<file path="config.mk">
export PLATFORM = sky130hd
export DESIGN_NAME = veg_gate
export DESIGN_NICKNAME = d
export VERILOG_FILES = /design/src/veg_gate.v
export VERILOG_INCLUDE_DIRS = /design/src /design/src/src
export SDC_FILE = /design/constraint.sdc
export NUM_CORES = 1
export LEC_CHECK = 0
export ABC_AREA = 0
export BUFFER_PORTS_ARGS = -buffer_cell sky130_fd_sc_hd__buf_2
export CAP_MARGIN = 20
export CELL_PAD_IN_SITES_DETAIL_PLACEMENT = 0
export CELL_PAD_IN_SITES_GLOBAL_PLACEMENT = 2
export CORE_ASPECT_RATIO = 0.7
export CORE_MARGIN = 2
export CORE_UTILIZATION = 19
export CTS_CLUSTER_SIZE = 10
export DETAILED_ROUTE_END_ITERATION = 16
export PLACE_DENSITY = 0.73
export SLEW_MARGIN = 20
export SYNTH_ARGS = -nofsm -noshare
export SYNTH_HDL_FRONTEND = slang
export SYNTH_SLANG_ARGS = --single-unit
</file>
<file path="constraint.sdc">
create_clock -name pclk -period 1.25 [get_ports pclk]
set_input_delay 0 -clock pclk [delete_from_list [all_inputs] [get_ports pclk]]
set_output_delay 0 -clock pclk [all_outputs]
set_load 0.03 [all_outputs]
</file>
<file path="src/veg_defines.vh">
// constants for the virtualization extension instruction gate
`ifndef VEG_DEFINES_VH
`define VEG_DEFINES_VH

// apb register byte offsets
`define VEG_CTRL_OFS 12'h000
`define VEG_STAT_OFS 12'h004
`define VEG_IRQ_STAT_OFS 12'h008
`define VEG_IRQ_CLR_OFS 12'h00C
`define VEG_IRQ_EN_OFS 12'h010

// control register fields
`define VEG_CTRL_ENABLE 0
`define VEG_CTRL_SINIT_FEAT 1
`define VEG_CTRL_DISABLE 2
`define VEG_CTRL_RESET 32'h0000_0000

// status register fields
`define VEG_STAT_GUEST 0
`define VEG_STAT_GIF 1
`define VEG_STAT_LOCK_CAP 2

// event bits
`define VEG_EV_UD 0
`define VEG_EV_GP 1
`define VEG_EV_ENTRY 2
`define VEG_EV_W 3

// instruction codes
`define VEG_OP_GUEST_ENTRY 3'h0
`define VEG_OP_STATE_LOAD 3'h1
`define VEG_OP_STATE_SAVE 3'h2
`define VEG_OP_CLR_GIF 3'h3
`define VEG_OP_SET_GIF 3'h4
`define VEG_OP_GUEST_CALL 3'h5
`define VEG_OP_TLB_INVAL 3'h6
`define VEG_OP_SECURE_INIT 3'h7

// identification leaves
`define VEG_LEAF_BASIC 32'h0000_0001
`define VEG_LEAF_SW_LO 32'h4000_0000
`define VEG_LEAF_SW_HI 32'h4000_00FF
`define VEG_HV_PRESENT_BIT 31

`endif

</file>
<file path="src/veg_gate.v">
// instruction availability gate for the virtualization extension
//
// The APB slave port and the placing of the registers are this design's own decisions.
`timescale 1ns/1ps
`include "veg_defines.vh"

// Operation
// RQ1: entry, save/load, clear-gif, call, inval need enable
// RQ2: secure-init, set-gif need enable or feature bit
// RQ3: leaf one returns presence bit as zero
// RQ4: software leaf range returns no hardware data
// RQ5: guest mode entered only by guest entry
// RQ6: software checks feature and disable before enabling
// RQ7: guest entry needs level zero, protected mode
// RQ8: faulting instruction changes no state
module veg_gate #(
  parameter LOCK_CAP = 1'b0
) (
  input wire pclk,
  input wire presetn,
  input wire psel,
  input wire penable,
  input wire pwrite,
  input wire [11:0] paddr,
  input wire [31:0] pwdata,
  output reg [31:0] prdata,
  output reg pready,
  output reg pslverr,
  input wire insn_valid,
  input wire [2:0] insn_code,
  input wire [1:0] current_privilege_level,
  input wire prot_mode,
  input wire guest_exit,
  output reg insn_done,
  output reg insn_exec,
  output reg undefined_opcode_fault,
  output reg general_protection_fault,
  output reg guest_mode,
  output reg global_intr_flag,
  input wire id_valid,
  input wire [31:0] id_leaf,
  input wire [31:0] id_ecx_raw,
  output reg id_done,
  output reg [31:0] id_ecx,
  output reg id_sw_range,
  output reg irq
);

  // register state
  reg [31:0] ctrl;
  reg [`VEG_EV_W-1:0] irq_stat;
  reg [`VEG_EV_W-1:0] irq_en;

  // decode results, rebuilt every cycle
  reg [`VEG_EV_W-1:0] ev;
  reg [31:0] next_rdata;
  reg next_err;
  reg ok;
  reg gp;

  // named views of the control word, the apb access and the leaf range
  wire virt_enable_bit;
  wire secure_init_feature_bit;
  wire access;
  wire wr;
  wire leaf_sw;

  // enable check per instruction class
  function allowed;
    input [2:0] code;
    input en;
    input sif;
    begin
      // only the late-bound pair accepts the feature bit
      case (code)
        `VEG_OP_SECURE_INIT, `VEG_OP_SET_GIF: allowed = en | sif; // [RQ2]
        default: allowed = en; // [RQ1]
      endcase
    end
  endfunction

  assign virt_enable_bit = ctrl[`VEG_CTRL_ENABLE];
  assign secure_init_feature_bit = ctrl[`VEG_CTRL_SINIT_FEAT];
  // pready is registered, so each access costs one wait state
  assign access = psel & penable & pready;
  assign wr = access & pwrite;
  assign leaf_sw = (id_leaf >= `VEG_LEAF_SW_LO) &&
                   (id_leaf <= `VEG_LEAF_SW_HI);

  // decision for the instruction presented this cycle
  always @* begin
    ok = allowed(insn_code, virt_enable_bit, secure_init_feature_bit);
    gp = 1'b0;
    // guest entry adds the mode and level checks
    if (insn_code == `VEG_OP_GUEST_ENTRY) begin
      if (!prot_mode)
        ok = 1'b0; // [RQ7]
      else if (ok && current_privilege_level != 2'h0)
        gp = 1'b1; // [RQ7]
    end
    // events feed both the fault pulses and the sticky status
    ev = {`VEG_EV_W{1'b0}};
    if (insn_valid) begin
      ev[`VEG_EV_UD] = ~ok;
      ev[`VEG_EV_GP] = gp;
      ev[`VEG_EV_ENTRY] = ok & ~gp & (insn_code == `VEG_OP_GUEST_ENTRY);
    end
  end

  // instruction result and the state it may touch
  always @(posedge pclk or negedge presetn) begin
    if (!presetn) begin
      insn_done <= 1'b0;
      insn_exec <= 1'b0;
      undefined_opcode_fault <= 1'b0;
      general_protection_fault <= 1'b0;
      guest_mode <= 1'b0;
      global_intr_flag <= 1'b1;
    end else begin
      // every presented instruction gets exactly one outcome
      insn_done <= insn_valid;
      insn_exec <= insn_valid & ok & ~gp;
      undefined_opcode_fault <= ev[`VEG_EV_UD]; // [RQ1] [RQ2]
      general_protection_fault <= ev[`VEG_EV_GP]; // [RQ7]
      // faulted instructions fall through with no update
      if (insn_valid && ok && !gp) begin // [RQ8]
        case (insn_code)
          `VEG_OP_GUEST_ENTRY: guest_mode <= 1'b1; // [RQ5]
          `VEG_OP_CLR_GIF: global_intr_flag <= 1'b0;
          `VEG_OP_SET_GIF: global_intr_flag <= 1'b1;
          default: global_intr_flag <= global_intr_flag;
        endcase
        // an exit loses to an instruction executing this cycle
      end else if (guest_exit) begin
        guest_mode <= 1'b0;
      end
    end
  end

  // identification answers, one cycle after the query
  always @(posedge pclk or negedge presetn) begin
    if (!presetn) begin
      id_done <= 1'b0;
      id_ecx <= 32'h0000_0000;
      id_sw_range <= 1'b0;
    end else begin
      // answers follow the query by exactly one cycle
      id_done <= id_valid;
      id_sw_range <= id_valid & leaf_sw;
      // zero while idle so a stale answer never lingers
      if (!id_valid || leaf_sw)
        id_ecx <= 32'h0000_0000; // [RQ4]
      else if (id_leaf == `VEG_LEAF_BASIC)
        id_ecx <= {1'b0, id_ecx_raw[`VEG_HV_PRESENT_BIT-1:0]}; // [RQ3]
      else
        id_ecx <= id_ecx_raw;
    end
  end

  // read mux and unmapped decode
  always @* begin
    next_rdata = 32'h0000_0000;
    next_err = 1'b0;
    case (paddr)
      `VEG_CTRL_OFS: next_rdata = ctrl;
      `VEG_STAT_OFS: begin
        next_rdata[`VEG_STAT_GUEST] = guest_mode;
        next_rdata[`VEG_STAT_GIF] = global_intr_flag;
        next_rdata[`VEG_STAT_LOCK_CAP] = LOCK_CAP; // [RQ6]
      end
      `VEG_IRQ_STAT_OFS: next_rdata[`VEG_EV_W-1:0] = irq_stat;
      `VEG_IRQ_CLR_OFS: next_rdata = 32'h0000_0000;
      `VEG_IRQ_EN_OFS: next_rdata[`VEG_EV_W-1:0] = irq_en;
      // unmapped offsets read zero and flag an error
      default: next_err = 1'b1;
    endcase
  end

  // apb slave with one wait state
  always @(posedge pclk or negedge presetn) begin
    if (!presetn) begin
      pready <= 1'b0;
      prdata <= 32'h0000_0000;
      pslverr <= 1'b0;
    end else begin
      // ready drops after one cycle, so a held access is answered again every second cycle
      pready <= psel & penable & ~pready;
      pslverr <= psel & penable & ~pready & next_err;
      // read data latched in the wait state, stable with ready
      if (psel && penable && !pready && !pwrite)
        prdata <= next_rdata;
    end
  end

  // control register; enable held off while the disable bit is set
  always @(posedge pclk or negedge presetn) begin
    if (!presetn) begin
      ctrl <= `VEG_CTRL_RESET;
    end else if (wr && paddr == `VEG_CTRL_OFS) begin
      // the disable bit wins within the same write, so enable
      // can never be seen set next to it
      ctrl <= {29'h0000_0000, pwdata[`VEG_CTRL_DISABLE],
               pwdata[`VEG_CTRL_SINIT_FEAT],
               pwdata[`VEG_CTRL_ENABLE] & ~pwdata[`VEG_CTRL_DISABLE]};
    end
  end

  // sticky events; a new event wins over a clear in the same cycle
  always @(posedge pclk or negedge presetn) begin
    if (!presetn) begin
      irq_stat <= {`VEG_EV_W{1'b0}};
      irq_en <= {`VEG_EV_W{1'b0}};
      irq <= 1'b0;
    end else begin
      if (wr && paddr == `VEG_IRQ_CLR_OFS)
        irq_stat <= (irq_stat & ~pwdata[`VEG_EV_W-1:0]) | ev;
      else
        irq_stat <= irq_stat | ev;
      // enable mask is plainly writable
      if (wr && paddr == `VEG_IRQ_EN_OFS)
        irq_en <= pwdata[`VEG_EV_W-1:0];
      // registered, so the line trails the status by one cycle
      irq <= |(irq_stat & irq_en);
    end
  end

endmodule // veg_gate

</file>
# Word-level counts from Yosys, hierarchy flattened
# Index checks and enable logic that the tools add are counted.
dict set report totals {
  register_bits 55
}
dict set report op_classes {
  order_cmp 2
  eq_ne 9
  n_mux 16
  bitwise 21
  reduce_logical 25
}
# operator count
set op_table {}
lappend op_table {{32-bit two-way mux} 2}
lappend op_table {{32-bit by 1-bit equality test with 1-bit output, second input constant} 1}
lappend op_table {{32-bit by 31-bit greater-or-equal comparator with 1-bit output, second input constant} 1}
lappend op_table {{32-bit by 31-bit less-or-equal comparator with 1-bit output, second input constant} 1}
lappend op_table {{12-bit by 4-bit equality test with 1-bit output, second input constant} 2}
lappend op_table {{12-bit by 3-bit equality test with 1-bit output, second input constant} 1}
lappend op_table {{12-bit by 5-bit equality test with 1-bit output, second input constant} 1}
lappend op_table {{12-bit zero test} 1}
lappend op_table {{3-bit case mux with 4 select lines} 1}
lappend op_table {{1-bit bitwise AND} 11}
lappend op_table {{1-bit logical AND} 10}
lappend op_table {{1-bit two-way mux} 10}
lappend op_table {{3-bit bitwise AND} 2}
lappend op_table {{3-bit equality test, second input constant} 2}
lappend op_table {{3-bit two-way mux} 2}
lappend op_table {{3-bit OR} 2}
lappend op_table {{2-bit nonzero test} 3}
lappend op_table {{5-bit OR reduction} 1}
lappend op_table {{1-bit zero test} 4}
lappend op_table {{1-bit NOT} 4}
lappend op_table {{2-bit AND reduction} 2}
lappend op_table {{3-bit by 2-bit equality test with 1-bit output, second input constant} 1}
lappend op_table {{3-bit zero test} 1}
lappend op_table {{3-bit NOT} 1}
lappend op_table {{other kinds (6)} 6}

# Longest topological paths before layout
# Gate-level depths: netlist (run 1).
dict set report depth {
  word_depth 13
  depth_mapped 5
  mapped_depth_nobuf 4
}

# Worst setup path before layout (run 1)
# OpenSTA, ideal clock, no wires.
dict set report synth_timing {
  path_kind {register -> register}
  from {reg pready}
  to {reg ctrl[1]}
  setup_time_ns 0.125
  arrival_time_ns 1.454
  required_time_ns 1.125
  path_slack_ns -0.329
  stages_incl_launch_ff 5
  n_path_buf 0
  cell_sequence {dfrtp_1 nand4_1 nor4_2 and2b_1 mux2_2}
}
dict set report synth_between {
  elab_chain_len 3
}
# item line_no
set synth_lines {}
lappend synth_lines {{from (decl)} veg_gate.v:27} ;# output reg pready,
lappend synth_lines {{from (signal assigned)} veg_gate.v:187} ;# pready <= psel & penable & ~pready;
lappend synth_lines {{1-bit bitwise AND} veg_gate.v:85} ;# assign access = psel & penable & pready;
lappend synth_lines {{1-bit bitwise AND} veg_gate.v:86} ;# assign wr = access & pwrite;
lappend synth_lines {{1-bit logical AND (no source line)} n/a}
lappend synth_lines {{to (signal assigned)} veg_gate.v:198} ;# ctrl <= `VEG_CTRL_RESET;
lappend synth_lines {{to (signal assigned)} veg_gate.v:202} ;# ctrl <= {29'h0000_0000, pwdata[`VEG_CTRL_DISABLE],
lappend synth_lines {{to (decl)} veg_gate.v:50} ;# reg [31:0] ctrl;
# No other way between the ends.
# A chain may end at the register's enable or synchronous reset.

# Worst setup path in the final report (run 1)
# Same ends and word-level chain as after synthesis.

==> impl_metrics.csv, run 1 <==
group,metric,value,unit
timing,tns,-1.27,ns
floorplanning,fp.dieH,98.8,microns
cells_and_area,regArea,0.00138,sq mm
clocking,numCtsBuffers,5,
timing,hold_viol_final,0,
clocking,numClockSinks,55,
clocking,clkLatencyLatePin,0.29,ns
cells_and_area,layout-drive-gt1-share,0.482,
timing,post-route-min-period,1.43,ns
routing,ant_nets,0,
cells_and_area,antennaDiodeCount,0,
pwr,p_per_area,1000,mW/mm^2
routing,vias,2290,
routing,first_iter_violations,47,
timing,setup_viol,11,
clocking,cts_tree,"built",
synthesis,syn-instance-count,217,
pwr,power_frac_seq,0.456,
timing,finalClockSkew,0.00645,ns
clocking,path_clk_slew,0.08,ns
pwr,swShare,0.282,
outcome,status,"finished, violations left",
timing,finalCritPeriodShare,1.14,
floorplanning,rows,34,
floorplanning,coreArea,0.0125,sq mm
placement,gp_congestion,0.784,
pwr,peakVddDrop,0.540,mV
cells_and_area,syn_to_final_growth,66.2,%
cells_and_area,multi_input_area,0.00105,sq mm
floorplanning,fp.dieArea,0.0138,sq mm
outcome,violations,"negative setup slack",
clocking,cts_buffer_depth,2,
floorplanning,die_w,139,microns
global_routing,grt_antenna_before_repair,0,
pwr,p_int,2.91,mW
pwr,power.total,4.06,mW
pwr,pwr-share-clk,0.356,
worst_setup_path,crit_path_end_kind,"flip-flop",
worst_setup_path,r2r_setup_slack,-0.18,ns
floorplanning,start_util,0.196,
cells_and_area,final_nets,536,
routing,wl_per_cell,13.0,microns
routing,routed_wl,7470,microns
timing,maxSlewViolCount,0,
global_routing,first_global_vias,2344,
global_routing,track_usage,0.109,
worst_setup_path,worst-path-max-fanout,4,
clocking,cts-root-buf,"clkbuf_16",
routing,first_pass_iters,4,
synthesis,ys_ff_latch,55,
clocking,htreeDepth,2,
pwr,p_leak,2.15,nW
synthesis,synth_area,0.00244,sq mm
pwr,p_sw,1.15,mW
placement,place_area,0.00338,sq mm
routing,drc_errors,0,
cells_and_area,final_cell_area,0.00406,sq mm
synthesis,synth_seq_area_share,0.564,
worst_hold_path,worstHoldPathType,"input port to flip-flop",
worst_setup_path,required,1.43,ns
synthesis,yosysWarnings,0,
floorplanning,pin_count,197,
cells_and_area,fillCellCount,1257,
timing,rsz0062_at_grt,"true",
pwr,pwr-share-comb,0.187,
global_routing,grt_max_degree,35,
worst_setup_path,critical_path_class,"flip-flop to flip-flop",
timing,fin_ws,-0.176,ns
timing,max_freq,0.701,GHz
synthesis,synth.avg_cell_area,11.2,sq um
worst_setup_path,worstSetupStartpointType,"flip-flop",
job,cap_viol_max_count,0,
routing,avgViaCountPerCell,3.97,
placement,dpl.cell_count,529,
timing,holdWs,0.0376,ns
global_routing,gr-total-overflow,0,
synthesis,synth.distinct_cells,40,
placement,place_hpwl,5840,microns
worst_setup_path,critPathArrivalTime,1.61,ns
cells_and_area,final-instance-count-excl-fill,577,
global_routing,grt_pass1_wl,12100,microns
placement,io_buffer_count,138,
cell usage in the layout (no fill, tap or decap), drive strengths merged, types with 2 or more instances in the layout:
cell,Yosys,final
and3,31,31
and2,3,3
dfrtp,54,54
nand3,4,4
nand4,2,2
clkbuf,7,5
or4,2,2
conb,1,29
buf,29,159
or3,3,3
nor4,10,10
a22oi,3,3
nand3b,3,3
o21ai,7,7
a21o,4,4
nor2,6,6
nand2,15,15
dlygate4sd3,0,39
nor3,4,4
a41oi,2,2
inv,2,4
nand2b,2,2
mux2,9,9
kinds of logic (layout without fill, tap and decap cells):
kind of cell | Yosys count | count (layout) | share of synthesized area
AO/OA/AOI/OAI | 22 | 22 | 0.0630
adder cells (fa/ha/maj) | 1 | 1 | 0.00410
buffers and inverters | 38 | 208 | 0.103
flip-flops | 55 | 55 | 0.564
multiplexers | 9 | 9 | 0.0415
other | 1 | 29 | 0.00154
AND/OR/NAND/NOR | 91 | 91 | 0.222
Yosys cell counts:
library cell / number / share of area
dfrtp_1: 54 / 0.55
and3_1: 31 / 0.079
buf_4: 29 / 0.089
nand2_1: 15 / 0.023
mux2_2: 9 / 0.042
nor4_1: 8 / 0.021
clkbuf_1: 7 / 0.011
nor2_1: 6 / 0.0092
o21ai_0: 6 / 0.012
a21o_1: 4 / 0.012
nand3_1: 4 / 0.0082
a22oi_1: 3 / 0.0092
and2_1: 3 / 0.0077
nand3b_1: 3 / 0.0092
nor3_1: 3 / 0.0061
or3_1: 3 / 0.0077
a41oi_1: 2 / 0.0072
inv_1: 2 / 0.0031
nand2b_1: 2 / 0.0051
nand4_1: 2 / 0.0051
nor4_2: 2 / 0.010
a21boi_0: 1 / 0.0031
a21oi_1: 1 / 0.0020
a222oi_1: 1 / 0.0041
a31oi_1: 1 / 0.0026
and2b_1: 1 / 0.0031
and4_1: 1 / 0.0036
conb_1: 1 / 0.0015
dfstp_2: 1 / 0.011
maj3_1: 1 / 0.0041
nor2b_1: 1 / 0.0026
nor3_2: 1 / 0.0041
nor4b_1: 1 / 0.0036
o21ai_1: 1 / 0.0020
o2bb2ai_1: 1 / 0.0036
o41a_1: 1 / 0.0046
or2_2: 1 / 0.0026
or3b_1: 1 / 0.0036
or4_1: 1 / 0.0031
or4_4: 1 / 0.0046
metal layers:
| layer | vias up | track usage | wire length (microns) |
|---|---|---|---|
| met3 | 2 | 0.0199 | 430 |
| met2 | 77 | 0.175 | 3320 |
| met5 | - | 0 | 0 |
| met1 | 1103 | 0.154 | 3680 |
| li1 | 1108 | - | - |
| met4 | 0 | 0.0233 | 43 |
power groups by stage:
stage | registers (mW) | clock network (mW) | logic (mW)
finish | 1.85 | 1.45 | 0.760
global route | 1.86 | 1.58 | 0.817
CTS | 1.85 | 1.52 | 0.759
global placement | 1.89 | 0 | 0.649
floorplan | 2.02 | 0 | 0.270
detailed placement | 1.89 | 0 | 0.654
per-stage QoR:
stage          utilization  setup WS (ns)
4_1_cts              0.320         -0.208
3_3_place_gp         0.271         -0.405
2_1_floorplan            -         -0.216
6_report             0.325         -0.176
5_1_grt              0.325         -0.298
3_5_place_dp         0.271         -0.433
repair_timing:
item	in CTS	in global routing
endpoints found under the hold margin	92	0
pin swaps	9	10
cloned	0	0
resized for setup	15	11
setup buffers	1	2
hold buffers	39	0
endpoints found under the setup margin	14	15
final timing paths:
| kind | end | startpoint | depth (start not counted) |
|---|---|---|---|
| max in group asynchronous | global_intr_flag | presetn | 3 |
| hold / removal | guest_mode | guest_exit | 3 |
| setup reg to reg | ctrl[1] | pready | 4 |
| hold reg to reg | pready | pready | 1 |
| min in group asynchronous | id_ecx[14] | presetn | 2 |
| setup / recovery | ctrl[1] | pready | 4 |
critical path, cell delays in order, from the launching register on:
cell and delay [ns]:
dfrtp_2 0.38, nand4_1 0.20, nor4_4 0.20, and2b_2 0.24, mux2_4 0.30
registers in the layout, indices dropped and copies added, names as in the netlist:
name                      count
irq_en                        3
global_intr_flag              1
prdata                        3
id_ecx                       32
id_sw_range                   1
insn_done                     1
irq_stat                      3
id_done                       1
ctrl                          3
irq                           1
guest_mode                    1
insn_exec                     1
general_protection_fault      1
undefined_opcode_fault        1
pslverr                       1
pready                        1
area by class of cell:
| class | count | share of cell area |
|---|---|---|
| Clock buffer | 5 | 0.0308 |
| Clock inverter | 3 | 0.00833 |
| Inverter | 2 | 0.00185 |
| Multi-Input combinational cell | 152 | 0.259 |
| Sequential cell | 55 | 0.340 |
| Tap cell | 162 | 0.0500 |
| Timing Repair Buffer | 198 | 0.310 |
(Power assumes the default switching activity.)
==> run 2: changes to the inputs <==
Settings changed: CORE_UTILIZATION 19 to 21, PLACE_DENSITY 0.73 to 0.77.
Clock period 1.25 ns to 1.45 ns, I/O delays scaled along.
==> run 2 against run 1 <==
The run still ends with negative setup slack left. Die area down 9.2%. Non-clock buffer count fell by 3. Sequential power fell by 14%. Worst setup slack improved by 0.18 ns. Critical endpoint unchanged. Clock power rose by 8%. Global-route usage increased by 1.2 points. Wire length is 0.86% lower. Largest cell class unchanged. Power shrank 6.2%. Flip-flop and latch count stayed put. First-iteration DRC count up 130%.
==> impl_metrics.csv, run 2 (synthesized netlist as in run 1, its figures left out) <==
group,metric,value,unit
global_routing,track_usage,0.121,
cells_and_area,regArea,0.00138,sq mm
cells_and_area,largest_reg_flops,32,
clocking,clkLatencyLatePin,0.29,ns
cells_and_area,antennaDiodeCount,0,
pwr,power_frac_seq,0.420,
timing,hold_viol_final,0,
timing,post-route-min-period,1.45,ns
cells_and_area,final_nets,533,
worst_setup_path,crit_path_end_kind,"flip-flop",
timing,rsz0062_at_grt,"true",
job,cap_viol_max_count,0,
outcome,violations,"negative setup slack",
pwr,p_int,2.83,mW
placement,dpl.cell_count,515,
cells_and_area,regMostFlops,"id_ecx",
pwr,pwr-share-comb,0.167,
floorplanning,fp.dieH,94.2,microns
routing,avgViaCountPerCell,4.09,
cells_and_area,mostFrequentLayoutCell,"buf_2",
timing,maxSlewViolCount,0,
placement,gp_congestion,0.754,
global_routing,gr-total-overflow,0,
pwr,swShare,0.257,
cells_and_area,fillCellCount,1136,
floorplanning,start_util,0.219,
clocking,path_clk_slew,0.07,ns
pwr,p_per_area,963,mW/mm^2
floorplanning,coreArea,0.0112,sq mm
pwr,peakVddDrop,0.468,mV
pwr,power.total,3.81,mW
global_routing,first_global_vias,2450,
cells_and_area,final-instance-count-excl-fill,565,
timing,fin_ws,-0.000468,ns
timing,max_freq,0.689,GHz
timing,finalClockSkew,0.00194,ns
timing,setup_viol,1,
worst_setup_path,worst-path-max-fanout,4,
clocking,cts_buffer_depth,2,
floorplanning,fp.dieArea,0.0125,sq mm
pwr,p_leak,2.10,nW
routing,routed_wl,7410,microns
timing,holdWs,0.0182,ns
worst_setup_path,critPathArrivalTime,1.63,ns
routing,first_pass_iters,4,
timing,finalCritPeriodShare,1.00,
routing,first_iter_violations,109,
routing,wl_per_cell,13.1,microns
placement,io_buffer_count,138,
worst_setup_path,r2r_setup_slack,-0.0005,ns
worst_setup_path,worstSetupStartpointType,"flip-flop",
clocking,cts-root-buf,"clkbuf_16",
clocking,cts_tree,"built",
cells_and_area,layout-drive-gt1-share,0.444,
cells_and_area,multi_input_area,948,sq um
outcome,status,"finished, violations left",
floorplanning,die_w,133,microns
clocking,numCtsBuffers,5,
routing,ant_nets,0,
routing,drc_errors,0,
floorplanning,rows,32,
clocking,htreeDepth,2,
cells_and_area,most-common-layout-cells,"buf_2 (138), dfrtp_1 (53), dlygate4sd3_1 (41), and3_1 (31), conb_1 (29)",
routing,vias,2309,
worst_setup_path,critical_path_class,"flip-flop to flip-flop",
placement,place_hpwl,5620,microns
worst_hold_path,worstHoldPathType,"input port to flip-flop",
floorplanning,pin_count,197,
pwr,p_sw,977,uW
clocking,numClockSinks,55,
global_routing,grt_pass1_wl,11900,microns
cells_and_area,syn_to_final_growth,61.9,%
global_routing,grt_max_degree,48,
global_routing,grt_antenna_before_repair,0,
worst_setup_path,required,1.63,ns
pwr,pwr-share-clk,0.413,
run 2: changes by cell type in the layout (fill, tap and decap cells not counted), sizes merged:
cell	before	now
bufinv	0	2
inv	4	2
buf	159	154
dlygate4sd3	39	41
clkinvlp	0	1
clkinv	1	0
run 2: metrics by stage:
stage	utilization	instance area (sq um)	setup slack, ns	setup TNS, ns
after global routing	0.354	3950	-0.0883	-0.263
after detailed placement	0.298	3330	-0.232	-1.43
final	0.354	3950	-0.000468	-0.000468
after CTS	0.353	3940	0.00307	0
after floorplan	-	2560	-0.0163	-0.0773
after global placement	0.298	3330	-0.198	-1.00
run 2: routing by layer:
metal / GRT usage / wire length [microns] / vias to the layer above / share of wire
li1: - / - / 1103 / -
met1: 0.153 / 3270 / 1086 / 0.44
met2: 0.204 / 3460 / 118 / 0.47
met3: 0.0464 / 667 / 2 / 0.090
met4: 0.0108 / 13 / 0 / 0.0018
met5: 0 / 0 / - / 0
run 2: repair_timing:
action,4_1_cts,5_1_grt
endpoints found under the hold margin,94,0
resized for setup,1,4
hold buffers,41,0
endpoints found under the setup margin,4,6
setup buffers,1,0
run 2: critical path, stage by stage, from the launching register on:
cell and delay (ns):
dfrtp_2 0.38, nand4_1 0.15, nor4_2 0.25, and2b_2 0.26, mux2_4 0.30
run 2: worst paths after layout:
path | from | endpoint | cells past startpoint
worst min-delay path | current_privilege_level[0] | irq_stat[1] | 3
worst min register to register | pready | pready | 1
worst max register to register | pready | ctrl[1] | 4
min in group asynchronous | presetn | prdata[0] | 2
max in group asynchronous | presetn | global_intr_flag | 3
worst max-delay path | pready | ctrl[1] | 4
run 2: area by class of cell:
cell class                 instances  share of cell area
clock buffer                       5              0.0317
clock inverter                     3              0.0171
inverter                           2             0.00190
multi-input combinational        152               0.240
sequential                        55               0.349
tap                              153              0.0484
timing repair buffer             195               0.312
run 2: power groups by stage:
stage          Sequential, mW  Combinational [mW]  Clock [mW]
2_1_floorplan            1.74               0.233           0
3_3_place_gp             1.63               0.549           0
3_5_place_dp             1.63               0.554           0
4_1_cts                  1.60               0.640        1.61
5_1_grt                  1.60               0.691        1.67
6_report                 1.60               0.637        1.57
